<file path="src/logic/bsws_cfg.svh">
`ifndef BSWS_CFG_SVH
`define BSWS_CFG_SVH
`define BSWS_LANES       4
`define BSWS_DATA_W      32
`define BSWS_BURST_W     2
`define BSWS_INT_STEP1   2'h1
`define BSWS_INT_STEP2   2'h2
`define BSWS_INT_STEP3   2'h3
`define BSWS_LIN_INC     2'h1
`define BSWS_RST_BEAT    2'h0
`endif

</file>
<file path="src/logic/bsws_pkg.sv">
package bsws_pkg;
   typedef logic [1:0] bsws_addr_t;
   typedef enum logic [1:0] {
      BSWS_IDLE  = 2'h0,
      BSWS_READ  = 2'h1,
      BSWS_WRITE = 2'h3,
      BSWS_SLEEP = 2'h2
   } bsws_mode_e;
endpackage

</file>
<file path="src/logic/bsws_burst_if.sv">
`timescale 1ns/1ps
interface bsws_burst_if;
   logic                 load;
   logic                 step;
   logic                 order_interleaved;
   bsws_pkg::bsws_addr_t start_addr;
   bsws_pkg::bsws_addr_t cur_addr;
   modport ctrl (output load, output step, output order_interleaved, output start_addr,
                 input cur_addr);
   modport ctr  (input load, input step, input order_interleaved, input start_addr,
                 output cur_addr);
endinterface

</file>
<file path="src/logic/bsws_burst_ctr.sv">
`timescale 1ns/1ps
`include "bsws_cfg.svh"
module bsws_burst_ctr (
   input  wire logic     clk_sys,
   input  wire logic     rst,
   bsws_burst_if.ctr     bus
);
   typedef struct packed {
      bsws_pkg::bsws_addr_t start;
      bsws_pkg::bsws_addr_t beat;
   } bsws_ctr_s;

   bsws_ctr_s st_ff;
   bsws_ctr_s nxt_st;

   // beat counts 0..3 and wraps, so the fifth access is the start again
   always_comb begin
      nxt_st = st_ff;
      if (bus.load) begin
         nxt_st.start = bus.start_addr;
         nxt_st.beat  = `BSWS_RST_BEAT;
      end else if (bus.step) begin
         nxt_st.beat = st_ff.beat + `BSWS_LIN_INC;
      end
   end

   always_ff @(posedge clk_sys) begin
      if (rst) begin
         st_ff <= '0;
      end else begin
         st_ff <= nxt_st;
      end
   end

   always_comb begin
      if (bus.order_interleaved) begin
         bus.cur_addr = st_ff.start ^ st_ff.beat;
      end else begin
         bus.cur_addr = st_ff.start + st_ff.beat;
      end
   end
endmodule // bsws_burst_ctr

</file>
<file path="src/logic/bsws_core.sv">
`timescale 1ns/1ps
`include "bsws_cfg.svh"
// Behaviour
// - global write low writes all four lanes; otherwise read when lane enable high.
// - lane enable low writes exactly the lanes whose select is low.
// - selected read drives data only while output enable is low.
// - write cycle keeps outputs off and accepts all 32 input lines.
// - deselected keeps data lines off and signals standby.
// - sleep high forces data lines off regardless of other controls.
// - interleaved order xors start bits with 01, 10, 11.
// - linear order adds one modulo four from the start bits.
// - after the fourth access the counter wraps to the start.
// - advance low without new strobe steps to the next burst address.
// - advance high without new strobe holds the current burst address.
module bsws_core #(
   parameter int DATA_W = `BSWS_DATA_W,
   parameter int LANES  = `BSWS_LANES
) (
   input  wire logic                         clk_sys,
   input  wire logic                         rst,
   input  wire logic                         select,
   input  wire logic                         new_burst,
   input  wire logic [1:0]                   addr_low,
   input  wire logic                         burst_advance_n,
   input  wire logic                         global_write_n,
   input  wire logic                         lane_write_enable_n,
   input  wire logic [LANES-1:0]             byte_lane_select_n,
   input  wire logic                         burst_order_select,
   input  wire logic                         output_enable_n,
   input  wire logic                         sleep_request,
   input  wire logic [DATA_W-1:0]            data_in,
   input  wire logic [DATA_W-1:0]            read_data,
   output logic      [DATA_W-1:0]            data_out,
   output logic                              data_oe,
   output logic      [LANES-1:0]             lane_write,
   output logic      [DATA_W-1:0]            write_data,
   output logic      [1:0]                   burst_addr,
   output logic                              standby,
   output logic                              sleeping
);
   typedef struct packed {
      bsws_pkg::bsws_mode_e  mode;
      logic [LANES-1:0]      lanes;
      logic [DATA_W-1:0]     wdata;
      logic [DATA_W-1:0]     rdata;
      logic                  sleep_s1;
      logic                  sleep_s2;
      logic                  sleep_s3;
      logic                  sleep_lvl;
   } bsws_core_s;

   bsws_core_s st_ff;
   bsws_core_s nxt_st;

   bsws_burst_if burst ();

   function automatic logic [LANES-1:0] lane_decode(
      input logic gw_n, input logic bwe_n, input logic [LANES-1:0] sel_n);
      if (!gw_n) begin
         lane_decode = '1;
      end else if (!bwe_n) begin
         lane_decode = ~sel_n;
      end else begin
         lane_decode = '0;
      end
   endfunction

   ////////////////////////////////////////////////////////////////////////////////
   // burst counter; order pin is treated as static and not synchronised
   assign burst.load              = select && new_burst;
   assign burst.step              = !new_burst && !burst_advance_n;
   assign burst.order_interleaved = burst_order_select;
   assign burst.start_addr        = addr_low;

   bsws_burst_ctr u_ctr (
      .clk_sys (clk_sys),
      .rst     (rst),
      .bus     (burst.ctr)
   );

   ////////////////////////////////////////////////////////////////////////////////
   always_comb begin
      nxt_st       = st_ff;
      nxt_st.lanes = '0;
      // sleep pin is asynchronous: three stages, change counted when last two agree
      nxt_st.sleep_s1 = sleep_request;
      nxt_st.sleep_s2 = st_ff.sleep_s1;
      nxt_st.sleep_s3 = st_ff.sleep_s2;
      if (st_ff.sleep_s2 == st_ff.sleep_s3) begin
         nxt_st.sleep_lvl = st_ff.sleep_s3;
      end
      if (st_ff.sleep_lvl) begin
         nxt_st.mode = bsws_pkg::BSWS_SLEEP;
      end else if (new_burst && !select) begin
         nxt_st.mode = bsws_pkg::BSWS_IDLE;
      end else if (st_ff.mode != bsws_pkg::BSWS_IDLE || new_burst) begin
         // a burst continues past sleep only once a fresh select arrives
         if (st_ff.mode == bsws_pkg::BSWS_SLEEP && !new_burst) begin
            nxt_st.mode = bsws_pkg::BSWS_IDLE;
         end else begin
            nxt_st.lanes = lane_decode(global_write_n, lane_write_enable_n,
                                       byte_lane_select_n);
            nxt_st.mode  = (nxt_st.lanes != '0) ? bsws_pkg::BSWS_WRITE
                                                : bsws_pkg::BSWS_READ;
            nxt_st.wdata = data_in;
         end
      end
      nxt_st.rdata = read_data;
   end

   always_ff @(posedge clk_sys) begin
      if (rst) begin
         st_ff <= '0;
      end else begin
         st_ff <= nxt_st;
      end
   end

   ////////////////////////////////////////////////////////////////////////////////
   // output enable acts without the clock, so the driver gate stays combinational
   assign data_oe    = (st_ff.mode == bsws_pkg::BSWS_READ) && !output_enable_n
                       && !st_ff.sleep_lvl;
   assign data_out   = st_ff.rdata;
   assign lane_write = st_ff.lanes;
   assign write_data = st_ff.wdata;
   assign burst_addr = burst.cur_addr;
   assign standby    = (st_ff.mode == bsws_pkg::BSWS_IDLE);
   assign sleeping   = (st_ff.mode == bsws_pkg::BSWS_SLEEP);
endmodule // bsws_core

</file>
<file path="config.mk">
export PLATFORM = sky130hd
export DESIGN_NAME = bsws_core
export DESIGN_NICKNAME = d
export VERILOG_FILES = /design/src/logic/bsws_pkg.sv /design/src/logic/bsws_burst_if.sv /design/src/logic/bsws_burst_ctr.sv /design/src/logic/bsws_core.sv
export VERILOG_INCLUDE_DIRS = /design/src /design/src/logic
export SDC_FILE = /design/constraint.sdc
export NUM_CORES = 1
export LEC_CHECK = 0
export BUFFER_PORTS_ARGS = -buffer_cell sky130_fd_sc_hd__clkbuf_2
export CAP_MARGIN = 20
export CORE_ASPECT_RATIO = 1.2
export CORE_MARGIN = 4
export CORE_UTILIZATION = 35
export DETAILED_ROUTE_END_ITERATION = 12
export SLEW_MARGIN = 10
export SYNTH_ARGS = -nofsm -noshare
export SYNTH_HDL_FRONTEND = slang
export SYNTH_SLANG_ARGS = --single-unit
export TNS_END_PERCENT = 100
</file>
<file path="constraint.sdc">
create_clock -name clk_sys -period 1.3 [get_ports clk_sys]
set_clock_uncertainty 0.15 [all_clocks]
set_input_delay 0.065 -clock clk_sys [delete_from_list [all_inputs] [get_ports clk_sys]]
set_output_delay 0.065 -clock clk_sys [all_outputs]
set_load 0.005 [all_outputs]
</file>
==> summary.md <==
| Metric | Value |
|---|---|
| Status | finished with violations |
| Failing checks | setup timing |
| Final count of hold timing violations | 0 |
| Gr usage total | 14.8% |
| Post-synth top flop | dfxtp_1 |
| Fin. max-slew vios | 0 |
| Residual DRC count | 0 |
| Initial antenna violation count | 0 |
| Synth warn | 0 |
| F_max | 724 MHz |
| Arrival time worst endpoint | 1.17 ns |
| Post-synth cell types | 25 |
| Synth top area cells | dfxtp_1 46%, buf_4 15%, nor2b_1 13% |
| Synthesized area per cell | 9.14 sq um |
| CTS tree | done |
| Vias in the first global route | 2811 |
| Unrepaired setup endpoints after global routing | yes |
| Routability congestion estimate | 0.712 |
| HPWL Detailed | 5170 um |
| I/O Buffers | 152 |
| Starting Density | 35.8% |
| Power Dens Cells | 1290 nW/um^2 |
| Deepest clock path buffer count | 2 |
| Largest net degree at the start of global routing | 63 |
| Clock sinks | 78 |
| Max FO, Critical Path | 2 |
| Vias | 2794 |
| Sequential cell area fraction in the yosys report | 45.8% |
| # rows | 39 |
| ANT nets after route | 0 |
| Layout cells sized above 1 | 36.1% |
| Setup TNS | -0.129 ns |
| Die width | 98.1 um |
| LEAKAGE | 2.25 nW |
| Critical path class | flop to output port |
| Layout net count | 611 |
| Yosys top cell by area | dfxtp_1 |
| Antenna diodes | 0 |
| CP top delay family | flip-flops |
| Drt first-iter violations | 74 |
| I/O Pins | 153 |
| Crit path cell chain | ha_4, nor2b_4, xnor2_1, buf_2 |
| Slowest stage delay, CP | 0.34 ns |
| Slowest cell on crit path | dfxtp_2 |
| Setup slack after layout | -0.0821 ns |
| Wire length per cell | 12.7 um |
| Data required, critical path | 1.09 ns |
| Setup crit start kind | flop |
| Routed vias/inst | 4.25 |
| Mapped Cells | 373 |
| H-tree depth | 3 |
| Min Tclk post-route | 1.38 ns |
| Mapped cell area | 3410 sq um |
| Net Count, Synth | 454 |
| CTS Root Cell | clkbuf_16 |
| Die height | 116 um |
| EDFF count, synth | 0 |
| Final period util | 106% |
| Grt ovf | 0 |
| Crit. End Element | output port |
| Max IR drop VDD | 0.621 mV |
| Worst skew pair latency | 0.33 ns |
| Post-synthesis register bit count | 78 |
| Die area | 11400 sq um |
| First-pass GRT wire length | 13500 um |
| Reg clk slew, reported paths | 0.06 ns |
| Max Cap Viol | 0 |
| Core Region | 9520 sq um |
| Top cells by instance count after synthesis | 78 x dfxtp_1, 69 x buf_4, 69 x nor2b_1 |
| Post-synth top area share | 45.8% |
| Worst slew pin tran | 0.249 ns |
| Area Growth Syn to Fin | 47.1% |
| Relative slew margins | 83.4% |
| Min-delay worst type | input pin to flop |
| Post-place setup slack | 0.00984 ns |
| Fill count | 858 |
| Async set-reset flop share out of synthesis | 0% |
| Number of CTS-inserted buffers | 9 |
| # setup viols final | 2 |
| Routed WL | 8340 um |
| Count leader, synth | dfxtp_1 |
| Crit path buf inv count | 1 |
| First-pass detailed-route iteration total | 4 |
report_power, final:
part	switching (W)	leakage, nW	internal, W
clock	0.000964	0.177	0.00207
sequential	0.0000559	0.646	0.00253
combinational	0.000335	1.42	0.000504
total	0.00136	2.25	0.00510
cell type report:
type,count,area (sq um),share of cell area [%]
Sequential cell,78,1570,31.3
Clock inverter,6,134,2.67
Multi-Input combinational cell,202,1260,25.2
Inverter,1,3.75,0.0749
Tap cell,123,154,3.07
Clock buffer,10,229,4.57
Timing Repair Buffer,238,1660,33.2
state kept, by name, summed over array words and instances, names as in the netlist:
register and flops:
data_out 32, u_ctr.st_ff 4, lane_write 4, nxt_st 2, write_data 32, st_ff 4
layer usage:
layer  GRT usage (%)  share of wire [%]
met1            17.8                 41
met2            23.8                 49
met3            4.18                6.8
met4            8.13                2.4
met5               0                  0
cell usage in the layout, fill, tap and decap left out, types with 2 or more instances in the layout:
cell	count
nand2b_1	34
dlygate4sd3_1	76
buf_6	2
nor2_1	4
nor3_2	4
buf_12	4
bufinv_16	4
o21a_1	4
a21oi_1	5
clkbuf_16	9
nand2_1	4
dfxtp_1	74
clkbuf_2	150
xnor2_1	2
a311oi_1	2
buf_4	4
nand3_1	2
nor2b_1	67
o21ai_0	18
o21ai_1	46
dfxtp_2	4
cell families (layout without fill, tap and decap cells):
| logic type | count (synthesis) | count (layout) | share of synthesized area (%) |
|---|---|---|---|
| AND/OR/NAND/NOR | 119 | 119 | 21.7 |
| buffers and inverters | 93 | 255 | 18.7 |
| AO/OA/AOI/OAI | 79 | 79 | 12.5 |
| flip-flops | 78 | 78 | 45.8 |
| XOR/XNOR | 2 | 2 | 0.514 |
| adder cells (fa/ha/maj) | 1 | 1 | 0.367 |
| multiplexers | 1 | 1 | 0.404 |
path summary, 6_finish.rpt:
check / depth (start not counted) / start / end / slack, ns
hold reg to reg: 1 / nxt_st[2] / nxt_st[1] / 0.29
setup reg to reg: 4 / st_ff[72] / write_data[2] / 0.06
setup / recovery: 4 / u_ctr.st_ff[0] / burst_addr[1] / -0.08
hold / removal: 3 / select / u_ctr.st_ff[1] / 0.004
tightest hold or removal path, stage by stage:
cell	delay, ns
clkbuf_2	0.14
nand2b_1	0.14
a311oi_1	0.09
what timing repair did:
action / in CTS / in global routing
setup endpoints to repair: 10 / 39
resized for setup: 12 / 34
buffers inserted: 1 / 1
endpoints found under the hold margin: 74 / 2
pin swaps: 3 / 5
hold buffers: 77 / 1
through the flow:
step	hold slack (ns)	power [W]	instances	instance area, sq um	util [%]
floorplan	0.0140	0.00309	373	3410	-
global placement	0.122	0.00324	564	3780	39.8
detailed placement	0.130	0.00325	564	3780	39.8
CTS	0.00826	0.00652	658	4970	52.2
global route	0.00980	0.00677	658	5010	52.7
finish	0.00400	0.00646	658	5010	52.7
Note: power is estimated with default switching activity, not from simulation.
